**src/xlate_pkg.sv**
```systemverilog
package xlate_pkg;
  localparam int          ADDR_W          = 7;
  localparam logic [6:0]  SLOT_RST        = 7'h00;
  localparam int          CLK_MHZ         = 100;
  localparam int          BYTE_TO_US      = 1000;
  localparam int          BYTE_TO_CYC     = BYTE_TO_US * CLK_MHZ;
  localparam int          CNT_W           = 24;
  localparam int          BIT_CNT_W       = 4;
  localparam logic [3:0]  BITS_PER_BYTE   = 4'h8;
  localparam logic [3:0]  ACK_BIT_IDX     = 4'h8;
  typedef enum logic [1:0] {ST_IDLE, ST_ADDR, ST_DATA} xfer_state_t;
endpackage

```
**src/addr_slot.sv**
```systemverilog
`timescale 1ns/10ps
module addr_slot
  import xlate_pkg::*;
#(
  parameter int W = ADDR_W
) (
  input  wire logic [W-1:0] addr_i,    // Incoming 7-bit address
  input  wire logic [W-1:0] source_i,  // Programmed source address
  input  wire logic [W-1:0] target_i,  // Programmed target address
  output logic              hit_o,     // Address equals source
  output logic [W-1:0]      out_o      // Target when hit, else address
);
  always_comb begin
    hit_o = (addr_i == source_i);
    out_o = hit_o ? target_i : addr_i;
  end
endmodule // addr_slot

```
**src/i2c_xlate_broadcast.sv**
```systemverilog
// How it works
// - Group access by a shared address mapped through translation to the device.
// - Flag shows an acknowledge arrived from the far side last transfer.
// - Flag holds the value of the far side acknowledge bit.
// - Flag sets when the link-side target or controller times out.
// - Matching address is replaced bit by bit by the paired target while forwarding.
// - At most two translation entries, each a source and target pair.
`timescale 1ns/10ps
module i2c_xlate_broadcast
  import xlate_pkg::*;
#(
  parameter int TIMEOUT_CYC = BYTE_TO_CYC
) (
  input  wire logic                sys_clk_i,            // 100 MHz clock
  input  wire logic                sys_rst_i,            // Async reset, high
  input  wire logic [ADDR_W-1:0]   xlate_first_source_i, // First slot source
  input  wire logic [ADDR_W-1:0]   xlate_first_target_i, // First slot target
  input  wire logic [ADDR_W-1:0]   xlate_second_source_i,// Second slot source
  input  wire logic [ADDR_W-1:0]   xlate_second_target_i,// Second slot target
  input  wire logic                control_channel_en_i, // Remote channel on
  input  wire logic                scl_i,                // Host-side SCL
  input  wire logic                sda_i,                // Host-side SDA
  output logic                     sda_o,                // Host-side SDA out
  output logic                     sda_oe_o,             // Host SDA drive
  input  wire logic                far_sda_i,            // Far-side SDA
  output logic                     far_sda_o,            // Far-side SDA out
  output logic                     far_sda_oe_o,         // Far SDA drive
  output logic                     far_scl_o,            // Far-side SCL
  output logic                     far_ack_seen_flag_o,  // Ack arrived
  output logic                     far_ack_value_flag_o, // Ack bit value
  output logic                     timed_out_flag_o      // Link time-out
);
  logic [1:0] scl_s_r, sda_s_r, far_s_r;
  logic       scl_q_r, sda_q_r;
  always_ff @(posedge sys_clk_i or posedge sys_rst_i) begin
    if (sys_rst_i) begin
      scl_s_r <= 2'h3;
      sda_s_r <= 2'h3;
      far_s_r <= 2'h3;
      scl_q_r <= 1'b1;
      sda_q_r <= 1'b1;
    end else begin
      scl_s_r <= {scl_s_r[0], scl_i};
      sda_s_r <= {sda_s_r[0], sda_i};
      far_s_r <= {far_s_r[0], far_sda_i};
      scl_q_r <= scl_s_r[1];
      sda_q_r <= sda_s_r[1];
    end
  end
  logic scl, sda, far_sda, scl_rise, scl_fall, start_c, stop_c;
  assign scl      = scl_s_r[1];
  assign sda      = sda_s_r[1];
  assign far_sda  = far_s_r[1];
  assign scl_rise = scl & ~scl_q_r;
  assign scl_fall = ~scl & scl_q_r;
  assign start_c  = scl & scl_q_r & sda_q_r & ~sda;
  assign stop_c   = scl & scl_q_r & ~sda_q_r & sda;

  xfer_state_t           st_r, st_nxt;
  logic [BIT_CNT_W-1:0]  bit_r, bit_nxt;
  logic [ADDR_W-1:0]     shift_r, shift_nxt, xaddr_r, xaddr_nxt;
  logic                  seen_r, seen_nxt, ackv_r, ackv_nxt, to_r, to_nxt;
  logic                  sdo_r, sdo_nxt, sdoe_r, sdoe_nxt, fsdo_r, fsdo_nxt;
  logic [CNT_W-1:0]      cnt_r, cnt_nxt;
  logic                  hit_a, hit_b;
  logic [ADDR_W-1:0]     out_a, out_b, mapped;
  logic [ADDR_W-1:0]     addr_full;
  logic                  mta_r, mta_nxt, mtb_r, mtb_nxt;
  logic [2:0]            idx;

  // Position within the address, most significant bit first.
  assign idx = 3'(ADDR_W - 1) - bit_r[2:0];

  // The address byte is complete once seven bits have been shifted.
  assign addr_full = {shift_r[ADDR_W-2:0], sda};

  addr_slot #(.W(ADDR_W)) u_slot_a (
    .addr_i   (addr_full),
    .source_i (xlate_first_source_i),
    .target_i (xlate_first_target_i),
    .hit_o    (hit_a),
    .out_o    (out_a)
  );
  addr_slot #(.W(ADDR_W)) u_slot_b (
    .addr_i   (addr_full),
    .source_i (xlate_second_source_i),
    .target_i (xlate_second_target_i),
    .hit_o    (hit_b),
    .out_o    (out_b)
  );
  assign mapped = hit_a ? out_a : out_b;

  always_comb begin
    st_nxt    = st_r;
    bit_nxt   = bit_r;
    shift_nxt = shift_r;
    xaddr_nxt = xaddr_r;
    seen_nxt  = seen_r;
    ackv_nxt  = ackv_r;
    to_nxt    = to_r;
    sdo_nxt   = sdo_r;
    sdoe_nxt  = sdoe_r;
    fsdo_nxt  = fsdo_r;
    cnt_nxt   = cnt_r;
    mta_nxt   = mta_r;
    mtb_nxt   = mtb_r;
    if (!control_channel_en_i) begin
      st_nxt   = ST_IDLE;
      sdoe_nxt = 1'b0;
      fsdo_nxt = 1'b1;
    end else if (start_c) begin
      st_nxt    = ST_ADDR;
      bit_nxt   = '0;
      seen_nxt  = 1'b0;
      ackv_nxt  = 1'b1;
      fsdo_nxt  = 1'b0;
      sdoe_nxt  = 1'b0;
      cnt_nxt   = '0;
      mta_nxt   = 1'b1;
      mtb_nxt   = 1'b1;
    end else if (stop_c) begin
      st_nxt   = ST_IDLE;
      fsdo_nxt = 1'b1;
      sdoe_nxt = 1'b0;
    end else if (st_r != ST_IDLE) begin
      if (scl_rise || scl_fall) begin
        cnt_nxt = '0;
      end else if (cnt_r == CNT_W'(TIMEOUT_CYC - 1)) begin
        to_nxt   = 1'b1;
        st_nxt   = ST_IDLE;
        sdoe_nxt = 1'b0;
        fsdo_nxt = 1'b1;
      end else begin
        cnt_nxt = cnt_r + 1'b1;
      end
      if (scl_rise) begin
        bit_nxt = (bit_r == ACK_BIT_IDX) ? '0 : bit_r + 1'b1;
        if (bit_r == ACK_BIT_IDX) begin
          st_nxt   = ST_DATA;
          seen_nxt = 1'b1;
          ackv_nxt = far_sda;
        end else if (st_r == ST_ADDR && bit_r < BIT_CNT_W'(ADDR_W)) begin
          shift_nxt = addr_full;
          mta_nxt   = mta_r & (sda == xlate_first_source_i[idx]);
          mtb_nxt   = mtb_r & (sda == xlate_second_source_i[idx]);
          if (bit_r == BIT_CNT_W'(ADDR_W - 1)) begin
            xaddr_nxt = mapped;
          end
        end
      end else if (!scl) begin
        // Far data changes only while the clock is low, so no false start or stop.
        if (bit_r == ACK_BIT_IDX) begin
          sdoe_nxt = ~far_sda;
          sdo_nxt  = 1'b0;
          fsdo_nxt = 1'b1;
        end else if (st_r == ST_ADDR && bit_r < BIT_CNT_W'(ADDR_W)) begin
          // steer address bits
          // The host clock cannot be stretched, so each address bit is steered
          // while it arrives; sources that share a long prefix can mis-steer.
          sdoe_nxt = 1'b0;
          if (mta_r && sda == xlate_first_source_i[idx]) begin
            fsdo_nxt = xlate_first_target_i[idx];
          end else if (mtb_r && sda == xlate_second_source_i[idx]) begin
            fsdo_nxt = xlate_second_target_i[idx];
          end else begin
            fsdo_nxt = sda;
          end
        end else begin
          sdoe_nxt = 1'b0;
          fsdo_nxt = sda;
        end
      end
    end
  end

  always_ff @(posedge sys_clk_i or posedge sys_rst_i) begin
    if (sys_rst_i) begin
      st_r    <= ST_IDLE;
      bit_r   <= '0;
      shift_r <= SLOT_RST;
      xaddr_r <= SLOT_RST;
      seen_r  <= 1'b0;
      ackv_r  <= 1'b1;
      to_r    <= 1'b0;
      sdo_r   <= 1'b1;
      sdoe_r  <= 1'b0;
      fsdo_r  <= 1'b1;
      cnt_r   <= '0;
      mta_r   <= 1'b0;
      mtb_r   <= 1'b0;
    end else begin
      st_r    <= st_nxt;
      bit_r   <= bit_nxt;
      shift_r <= shift_nxt;
      xaddr_r <= xaddr_nxt;
      seen_r  <= seen_nxt;
      ackv_r  <= ackv_nxt;
      to_r    <= to_nxt;
      sdo_r   <= sdo_nxt;
      sdoe_r  <= sdoe_nxt;
      fsdo_r  <= fsdo_nxt;
      cnt_r   <= cnt_nxt;
      mta_r   <= mta_nxt;
      mtb_r   <= mtb_nxt;
    end
  end

  // The far-side clock follows the host clock once it is synchronised.
  assign far_scl_o            = scl;
  assign sda_o                = sdo_r;
  assign sda_oe_o             = sdoe_r;
  assign far_sda_o            = fsdo_r;
  assign far_sda_oe_o         = ~fsdo_r;
  assign far_ack_seen_flag_o  = seen_r;
  assign far_ack_value_flag_o = ackv_r;
  assign timed_out_flag_o     = to_r;

  a_ack_seen_set: assert property (@(posedge sys_clk_i) disable iff (sys_rst_i)
    (control_channel_en_i && st_r != ST_IDLE && !start_c && !stop_c && scl_rise
     && bit_r == ACK_BIT_IDX) |=> seen_r)
    else $error("ack seen flag not set");
  a_ack_value_cap: assert property (@(posedge sys_clk_i) disable iff (sys_rst_i)
    (control_channel_en_i && st_r != ST_IDLE && !start_c && !stop_c && scl_rise
     && bit_r == ACK_BIT_IDX) |=> ackv_r == $past(far_sda))
    else $error("ack value flag wrong");
  a_timeout_sticky: assert property (@(posedge sys_clk_i) disable iff (sys_rst_i)
    to_r |=> to_r)
    else $error("timeout flag dropped");
  a_xlate_map: assert property (@(posedge sys_clk_i) disable iff (sys_rst_i)
    (control_channel_en_i && st_r == ST_ADDR && !start_c && !stop_c && scl_rise
     && bit_r == BIT_CNT_W'(ADDR_W - 1) && hit_a) |=> xaddr_r == $past(xlate_first_target_i))
    else $error("address not translated");
  a_xlate_second: assert property (@(posedge sys_clk_i) disable iff (sys_rst_i)
    (control_channel_en_i && st_r == ST_ADDR && !start_c && !stop_c && scl_rise
     && bit_r == BIT_CNT_W'(ADDR_W - 1) && !hit_a && hit_b)
    |=> xaddr_r == $past(xlate_second_target_i))
    else $error("second slot not applied");
  a_xlate_pass: assert property (@(posedge sys_clk_i) disable iff (sys_rst_i)
    (control_channel_en_i && st_r == ST_ADDR && !start_c && !stop_c && scl_rise
     && bit_r == BIT_CNT_W'(ADDR_W - 1) && !hit_a && !hit_b) |=> xaddr_r == $past(addr_full))
    else $error("unmatched address changed");
  a_seen_clear: assert property (@(posedge sys_clk_i) disable iff (sys_rst_i)
    (control_channel_en_i && start_c) |=> !seen_r && ackv_r)
    else $error("flags not cleared at start");
  a_chan_off: assert property (@(posedge sys_clk_i) disable iff (sys_rst_i)
    !control_channel_en_i |=> st_r == ST_IDLE && far_sda_o)
    else $error("disabled channel not idle");
endmodule // i2c_xlate_broadcast

```
**config.mk**
```make
export PLATFORM = sky130hd
export DESIGN_NAME = i2c_xlate_broadcast
export DESIGN_NICKNAME = d
export VERILOG_FILES = /design/src/xlate_pkg.sv /design/src/addr_slot.sv /design/src/i2c_xlate_broadcast.sv
export SDC_FILE = /design/constraint.sdc
export NUM_CORES = 1
export LEC_CHECK = 0
export BUFFER_PORTS_ARGS = -buffer_cell sky130_fd_sc_hd__buf_2
export CAP_MARGIN = 25
export CORE_MARGIN = 4
export CORE_UTILIZATION = 35
export DETAILED_ROUTE_END_ITERATION = 10
export PLACE_DENSITY = 0.54
export SLEW_MARGIN = 5
export SYNTH_ARGS = -nofsm -noshare
export SYNTH_HDL_FRONTEND = slang
export SYNTH_HIERARCHICAL = 1
export SYNTH_SLANG_ARGS = --single-unit
```
**constraint.sdc**
```tcl
create_clock -name sys_clk_i -period 3.32 [get_ports sys_clk_i]
set_clock_uncertainty 0.15 [all_clocks]
set_input_delay 0.664 -clock sys_clk_i [delete_from_list [all_inputs] [get_ports sys_clk_i]]
set_output_delay 0.664 -clock sys_clk_i [all_outputs]
set_load 0.01 [all_outputs]
```
==> flow_summary.json, run 1 <==
{
  "status": "finished, final reports clean",
  "crit_type": "reg2reg",
  "post-place-ws_ns": 0.434,
  "critPathBufInv": 1,
  "power.total_mw": 1.47,
  "hold_violations": 0,
  "ys.flop_type": "dfrtp_1",
  "post-place-cells": 427,
  "cts_buffer_depth": 2,
  "finalSetupTns_ns": 0,
  "cpPeakStageDelay_ns": 0.62,
  "fin_crit_ns": 2.89,
  "dieArea_um2": 9230,
  "hold_path.class": "in2async",
  "max_freq_mhz": 347,
  "grt_max_degree": 47,
  "setup_viol": 0,
  "dpl.hpwl_um": 4910,
  "worst_slew_pin_slew_ns": 0.683,
  "drive_above_1_share": 0.249,
  "max-vdd-ir-drop_uv": 292,
  "cp-end-kind": "register",
  "yosysWarnings": 6,
  "synthToLayoutAreaGrowth_pct": 15.9,
  "cts_max_level": 2,
  "coreArea_um2": 7410,
  "cts_buffers": 5,
  "grt_pass1_wl_um": 11100,
  "dr.first_iter.drc_count": 178,
  "cp_slowest_cell": "ha_1",
  "seq_area_frac_synth": 0.429,
  "antenna_cells": 0,
  "place_area_um2": 3030,
  "num_io_pins": 42,
  "fp.dieW_um": 96.1,
  "cts-root-buf": "clkbuf_8",
  "antenna_found_initial": 0,
  "path_depth": 8,
  "cts_tree": "done",
  "first_global_vias": 2217,
  "max_cap_violations": 0,
  "viasPerCell": 5.24,
  "wl_per_cell_um": 15.2,
  "gp_congestion": 0.816,
  "post_cts_buffers": 0,
  "holdBufCountCts": 0,
  "ys_seq_elements": 46,
  "synth_fp_nets": 333,
  "worstPathMaxFanout": 14,
  "async_flop_share": 1.00,
  "crit_required_ns": 3.41,
  "yosysUniqueCellTypes": 52,
  "final_net_count": 375,
  "layout_common_cells": "buf_2 (41), dfrtp_1 (35), nor2_1 (32), nand2_1 (26), xnor2_1 (21)",
  "synth_cells": 294,
  "hold_slack_ns": 0.132,
  "avgSynthCellArea_um2": 9.24,
  "initial_core_util": 0.366,
  "cp_cell_sequence": "inv_1, ha_1, mux2_2, mux4_2, xnor2_1, nand2_1, and4b_1, a211o_1",
  "fin_ws_ns": 0.434,
  "finalCritPeriodShare": 0.869,
  "clkLatencyLatePin_ns": 0.30,
  "max_slew_margin": 0.541,
  "layout_commonest_cell": "buf_2",
  "numClockSinks": 46,
  "numPortBuffers": 41,
  "postCtsResizedCells": 0,
  "rsz0062_at_grt": "false",
  "reg2regPathDepth": 8,
  "fp-row-count": 31,
  "cts.reportedPaths.clkPinSlew_ns": 0.10,
  "fp.dieH_um": 96.1,
  "drc": 0,
  "finalMaxSlewViolations": 0,
  "ant_nets": 0,
  "synth_edf_count": 0,
  "fin_cells": 436,
  "synth_area_um2": 2720,
  "gr-total-overflow": 0,
  "p_per_area_nw_per_um2": 466,
  "wl_um": 6640,
  "startpoint_type": "register",
  "arrival_ns": 2.98,
  "via_count": 2285,
  "drt-pass1-iter-count": 4,
  "design_area_um2": 3150,
  "crit_family": "multiplexers",
  "post-route-util": 0.425,
  "power_leakage_nw": 1.29,
  "grt_usage": 0.155
}
==> path summary, 6_finish.rpt <==
kind                       slack, ns                          endpoint                 start
setup / recovery                0.43             far_sda_o$_DFFE_PP1P_  bit_r[1]$_DFFE_PP0P_
hold / removal                  0.13               st_r[0]$_DFFE_PP0P_             sys_rst_i
setup reg to reg                0.43             far_sda_o$_DFFE_PP1P_  bit_r[1]$_DFFE_PP0P_
hold reg to reg                 0.21              scl_s_r[1]$_DFF_PP1_  scl_s_r[0]$_DFF_PP1_
max in group asynchronous       2.34  far_ack_value_flag_o$_DFFE_PP1P_             sys_rst_i
min in group sys_clk_i          0.21              scl_s_r[1]$_DFF_PP1_  scl_s_r[0]$_DFF_PP1_
==> registers in the layout, summed over array words and instances (netlist names) <==
register,cells
cnt_r,24
bit_r,4
far_s_r,2
scl_s_r,2
sda_s_r,2
st_r,2
far_ack_seen_flag_o,1
far_ack_value_flag_o,1
far_sda_o,1
mta_r,1
mtb_r,1
scl_q_r,1
sda_o,1
sda_oe_o,1
sda_q_r,1
timed_out_flag_o,1
==> Yosys cell counts (all sizes together) (3+ instances only) <==
master | n | area share
dfrtp | 35 | 0.32
nor2 | 32 | 0.044
nand2 | 26 | 0.036
xnor2 | 21 | 0.068
o21ai | 17 | 0.031
nand3 | 15 | 0.028
nor4 | 14 | 0.040
nor3 | 13 | 0.024
inv | 12 | 0.017
dfstp | 11 | 0.11
a21oi | 10 | 0.020
clkbuf | 10 | 0.014
nand4 | 10 | 0.023
and2 | 6 | 0.014
ha | 5 | 0.023
o31ai | 5 | 0.014
and3 | 4 | 0.0092
mux2 | 4 | 0.017
mux4 | 4 | 0.033
or3 | 4 | 0.0097
or4 | 3 | 0.0097
==> cell type report <==
type                            count  area, µm²
Inverter                           12       45.0
Timing Repair Buffer               47        263
Sequential cell                    46       1160
Multi-Input combinational cell    224       1450
Clock buffer                        5       68.8
Clock inverter                      3       28.8
Tap cell                           99        124
Fill cell                         743       4260
==> cells by family (layout without fill, tap and decap cells) <==
logic type / Yosys count / after routing / synth area share
simple gates: 138 / 138 / 0.269
compound gates: 49 / 49 / 0.115
flops: 46 / 46 / 0.429
buf+inv: 24 / 67 / 0.0359
xor+xnor: 22 / 22 / 0.0710
mux: 10 / 10 / 0.0571
fa+ha+maj: 5 / 5 / 0.0230
==> metal layers <==
metal | wire (µm) | track usage | vias up
met1 | 3200 | 0.225 | 1073
met2 | 2970 | 0.231 | 59
li1 | - | - | 1148
met3 | 413 | 0.0344 | 5
met5 | 0 | 0 | -
met4 | 53 | 0.0403 | 0
==> report_power, final <==
group | leakage (nW) | switching (mW) | internal (mW)
registers | 0.578 | 0.0661 | 0.618
clock network | 0.0506 | 0.219 | 0.158
logic | 0.658 | 0.206 | 0.200
==> worst reg2reg max path: stages, from the launching register on <==
cell and delay (ns):
dfrtp_1 0.39, inv_1 0.07, ha_1 0.62, mux2_2 0.39, mux4_2 0.47, xnor2_1 0.16, nand2_1 0.11, and4b_1 0.19
a211o_1 0.27
Note: power is estimated with default switching activity, not from simulation.
==> inputs of run 2 (changes only) <==
Settings changed: RECOVER_POWER from default to 25.
==> run 2 against run 1 <==
Net effect:
- the run now ends with max-capacitance violations, max-slew violations left
- fmax barely moved
- setup slack worse by 0.0012 ns
- final area shrank 0.52%
- highest routed layer unchanged
==> flow_summary.json, run 2 (synthesized netlist as in run 1, its figures left out) <==
{
  "status": "finished, violations left",
  "violations": "max-capacitance violations, max-slew violations",
  "arrival_ns": 2.98,
  "cts.reportedPaths.clkPinSlew_ns": 0.10,
  "gr-total-overflow": 0,
  "hold_slack_ns": 0.199,
  "layout_common_cells": "buf_2 (41), dfrtp_1 (35), nor2_1 (32), nand2_1 (26), xnor2_1 (21)",
  "dpl.hpwl_um": 4910,
  "fin_crit_ns": 2.89,
  "worst_slew_pin_slew_ns": 1.87,
  "power_leakage_nw": 1.28,
  "cts_buffers": 5,
  "hold_path.class": "in2async",
  "worstPathMaxFanout": 14,
  "finalSetupTns_ns": 0,
  "post_cts_buffers": 0,
  "num_io_pins": 42,
  "post-place-ws_ns": 0.434,
  "crit_type": "reg2reg",
  "cp_cell_sequence": "inv_1, ha_1, mux2_2, mux4_2, xnor2_1, nand2_1, and4b_1, a211o_1",
  "cts_buffer_depth": 2,
  "holdBufCountCts": 0,
  "wl_um": 6650,
  "grt_pass1_wl_um": 11100,
  "max_freq_mhz": 346,
  "reg_top3": "cnt_r (24), bit_r (4)",
  "drt-pass1-iter-count": 4,
  "rsz0062_at_grt": "false",
  "first_global_vias": 2217,
  "regArea_um2": 1160,
  "max-vdd-ir-drop_uv": 291,
  "finalMaxSlewViolations": 36,
  "antenna_cells": 0,
  "fp.dieW_um": 96.1,
  "initial_core_util": 0.366,
  "synthToLayoutAreaGrowth_pct": 15.3,
  "grt_usage": 0.155,
  "cp_slowest_cell": "ha_1",
  "numClockSinks": 46,
  "setup_viol": 0,
  "coreArea_um2": 7410,
  "ant_nets": 0,
  "max_slew_margin": -0.245,
  "cts_max_level": 2,
  "dr.first_iter.drc_count": 176,
  "via_count": 2278,
  "finalCritPeriodShare": 0.870,
  "drc": 0,
  "numPortBuffers": 41,
  "viasPerCell": 5.22,
  "fillers": 746,
  "fin_ws_ns": 0.433,
  "cpPeakStageDelay_ns": 0.62,
  "gp_congestion": 0.816,
  "clkLatencyLatePin_ns": 0.30,
  "power.total_mw": 1.46,
  "final_net_count": 375,
  "hold_violations": 0,
  "p_per_area_nw_per_um2": 468,
  "multi_input_area_um2": 1450,
  "wl_per_cell_um": 15.3,
  "startpoint_type": "register",
  "fp-row-count": 31,
  "postCtsResizedCells": 0,
  "reg2regPathDepth": 8,
  "layout_commonest_cell": "buf_2",
  "regMostFlops": "cnt_r",
  "largest_reg_flops": 24,
  "grt_max_degree": 47,
  "max_cap_violations": 1,
  "cts-root-buf": "clkbuf_8",
  "antenna_found_initial": 0,
  "cts_tree": "done",
  "cp-end-kind": "register",
  "dieArea_um2": 9230,
  "drive_above_1_share": 0.237,
  "fp.dieH_um": 96.1,
  "crit_required_ns": 3.41
}
run 2: through the flow:
stage / instance area [µm²] / cells / utilization
after global routing: 3130 / 436 / 0.423
after CTS: 3130 / 435 / 0.422
after detailed placement: 3030 / 427 / 0.409
after global placement: 3030 / 427 / 0.409
final: 3130 / 436 / 0.423
after floorplan: 2720 / 294 / -
run 2: final cells by class:
cell class | count | area share
clock buffer | 5 | 0.0220
inverter | 12 | 0.0144
multi-input combinational | 224 | 0.464
clock inverter | 3 | 0.00919
sequential | 46 | 0.372
tap | 99 | 0.0396
timing repair buffer | 47 | 0.0787
run 2: routing by layer:
layer  global-route usage  vias to the layer above  part of all wire
met2                0.231                       49              0.45
met3               0.0344                        5             0.055
met5                    0                        -                 0
met1                0.225                     1077              0.49
met4               0.0403                        0            0.0080
li1                     -                     1147                 -
run 2: worst paths after layout:
kind	from	to	slack [ns]
setup / recovery	bit_r[1]$_DFFE_PP0P_	far_sda_o$_DFFE_PP1P_	0.43
hold / removal	sys_rst_i	st_r[0]$_DFFE_PP0P_	0.20
setup reg to reg	bit_r[1]$_DFFE_PP0P_	far_sda_o$_DFFE_PP1P_	0.43
hold reg to reg	far_s_r[0]$_DFF_PP1_	far_s_r[1]$_DFF_PP1_	0.21
max in group asynchronous	sys_rst_i	cnt_r[22]$_DFFE_PP0P_	0.72
min in group sys_clk_i	far_s_r[0]$_DFF_PP1_	far_s_r[1]$_DFF_PP1_	0.21
run 2: critical path: cells and delay by family, from the launching register on:
kind                     cells  cell delay [ns]
AO/OA/AOI/OAI                1             0.27
multiplexers                 2             0.86
flip-flops                   1             0.39
adder cells (fa/ha/maj)      1             0.62
AND/OR/NAND/NOR              2             0.30
buffers and inverters        1             0.07
XOR/XNOR                     1             0.16
run 2: report_power, final:
part	total [mW]	switching [mW]	leakage (nW)	internal [mW]
registers	0.684	0.0660	0.577	0.618
logic	0.403	0.205	0.651	0.198
clock network	0.377	0.219	0.0506	0.158
==> inputs of run 3 (changes only) <==
Settings changed: CORE_ASPECT_RATIO from default to 1.75.
==> run 3 against run 2 <==
Net effect:
- the run still ends with max-capacitance violations, max-slew violations left
- routed wire length grew 6.0%
- worst hold slack improved by 0.0089 ns
- critical path type unchanged
- largest cell class unchanged
- global-route usage rose by 1.1 points
- sequential power increased by 1%
- power rose by 9.6%
- core utilization shrank 0.51 points
- die area rose by 0.61%
- combinational power hardly changed
- non-clock buffer count fell by 1
- via count is 2.9% higher
- sequential cell count is the same
==> flow_summary.json, run 3 (synthesized netlist as in run 1, its figures left out) <==
{
  "status": "finished, violations left",
  "violations": "max-capacitance violations, max-slew violations",
  "drive_above_1_share": 0.232,
  "reg_top3": "cnt_r (24), bit_r (4)",
  "startpoint_type": "register",
  "fin_cells": 424,
  "gp_congestion": 0.886,
  "hold_path.class": "reg2reg",
  "cp-end-kind": "register",
  "cts-root-buf": "clkbuf_16",
  "regMostFlops": "cnt_r",
  "post-place-cells": 415,
  "hold_violations": 0,
  "p_per_area_nw_per_um2": 508,
  "holdBufCountCts": 0,
  "cts_tree": "done",
  "antenna_found_initial": 0,
  "p_int_mw": 1.12,
  "arrival_ns": 2.90,
  "max_slew_margin": -0.208,
  "clockPowerShare": 0.318,
  "combPwrFrac": 0.250,
  "cts_max_level": 2,
  "multi_input_area_um2": 1450,
  "coreArea_um2": 7570,
  "dpl.hpwl_um": 5440,
  "worstPathMaxFanout": 19,
  "cts_buffer_depth": 2,
  "cts.reportedPaths.clkPinSlew_ns": 0.07,
  "r2r_slack_ns": 0.45,
  "worst_slew_pin_slew_ns": 1.81,
  "finalCritPeriodShare": 0.865,
  "numClockSinks": 46,
  "fillers": 786,
  "fp-row-count": 42,
  "layout_commonest_cell": "buf_2",
  "viasPerCell": 5.53,
  "wl_per_cell_um": 16.6,
  "crit_type": "reg2reg",
  "p_sw_mw": 0.482,
  "final_net_count": 374,
  "drt-pass1-iter-count": 4,
  "fin_crit_ns": 2.87,
  "power_leakage_nw": 1.30,
  "grt_max_degree": 47,
  "setup_viol": 0,
  "cts_buffers": 5,
  "largest_reg_flops": 24,
  "postCtsResizedCells": 0,
  "synthToLayoutAreaGrowth_pct": 16.4,
  "finalMaxSlewViolations": 35,
  "ant_nets": 0,
  "finalSetupTns_ns": 0,
  "post-route-util": 0.417,
  "numPortBuffers": 41,
  "max_cap_violations": 1,
  "power.total_mw": 1.60,
  "layout_common_cells": "buf_2 (41), dfrtp_1 (35), nor2_1 (32), nand2_1 (26), xnor2_1 (21)",
  "switching_share": 0.301,
  "num_io_pins": 42,
  "seqPwrFrac": 0.432,
  "wl_um": 7050,
  "dr.first_iter.drc_count": 78,
  "via_count": 2345,
  "max-vdd-ir-drop_uv": 201,
  "grt_pass1_wl_um": 12100,
  "first_global_vias": 2535,
  "fp.dieH_um": 125,
  "clkLatencyLatePin_ns": 0.29,
  "post_cts_buffers": 0,
  "fp.dieW_um": 74.6,
  "drc": 0,
  "antenna_cells": 0,
  "gr-total-overflow": 0,
  "rsz0062_at_grt": "false",
  "max_freq_mhz": 348,
  "regArea_um2": 1160,
  "initial_core_util": 0.359,
  "crit_required_ns": 3.35,
  "grt_usage": 0.166,
  "dieArea_um2": 9290
}
[run 3: cell count changes in the layout (fill, tap and decap cells not counted)]
cell | previous run | this run
clkinv_4 | 1 | 0
clkbuf_8 | 5 | 1
clkbuf_1 | 1 | 2
buf_4 | 5 | 4
inv_6 | 1 | 0
clkinv_2 | 0 | 1
inv_8 | 1 | 0
clkbuf_16 | 0 | 5
[run 3: per-layer routing]
metal	up-vias	global-route usage	wire length, µm
li1	1143	-	-
met1	1144	0.177	2510
met2	42	0.303	4100
met3	16	0.0283	214
met4	0	0.0713	228
met5	-	0	0
[run 3: metrics by stage]
step	worst slack, ns	hold WS, ns	area [µm²]
after CTS	0.506	0.209	3160
after global routing	0.189	0.213	3160
after global placement	0.609	0.196	3010
after floorplan	0.241	0.195	2720
final	0.447	0.208	3160
after detailed placement	0.495	0.200	3010
[run 3: path summary, 6_finish.rpt]
kind                                      start                           end  depth (start not counted)
setup / recovery           scl_s_r[1]$_DFF_PP1_          cnt_r[8]$_DFFE_PP0P_                          7
hold / removal             far_s_r[0]$_DFF_PP1_          far_s_r[1]$_DFF_PP1_                          0
setup reg to reg           scl_s_r[1]$_DFF_PP1_          cnt_r[8]$_DFFE_PP0P_                          7
hold reg to reg            far_s_r[0]$_DFF_PP1_          far_s_r[1]$_DFF_PP1_                          0
max in group asynchronous             sys_rst_i          cnt_r[4]$_DFFE_PP0P_                          3
min in group asynchronous             sys_rst_i  timed_out_flag_o$_DFFE_PP0P_                          2
[run 3: power groups by stage]
| stage | Combinational [mW] | Clock (mW) | Sequential [mW] |
|---|---|---|---|
| finish | 0.402 | 0.511 | 0.692 |
| global route | 0.456 | 0.545 | 0.703 |
| CTS | 0.411 | 0.529 | 0.693 |
| detailed placement | 0.409 | 0 | 0.703 |
| global placement | 0.404 | 0 | 0.701 |
| floorplan | 0.314 | 0 | 0.675 |
[run 3: critical path, stage by stage, from the launching register on]
cell and delay, ns:
dfstp_1 0.59, ha_1 0.21, nor2b_1 0.33, and2_1 0.44, nor4_4 0.09, buf_4 0.22, or3_2 0.45, o41ai_1 0.27
[run 3: final cells by class]
type / instances / area share
clock buffers: 7 / 0.0451
well taps: 88 / 0.0349
inverters: 12 / 0.0143
repair buffers: 46 / 0.0756
flip-flops and latches: 46 / 0.369
clock inverters: 1 / 0.00158
multi-input cells: 224 / 0.460
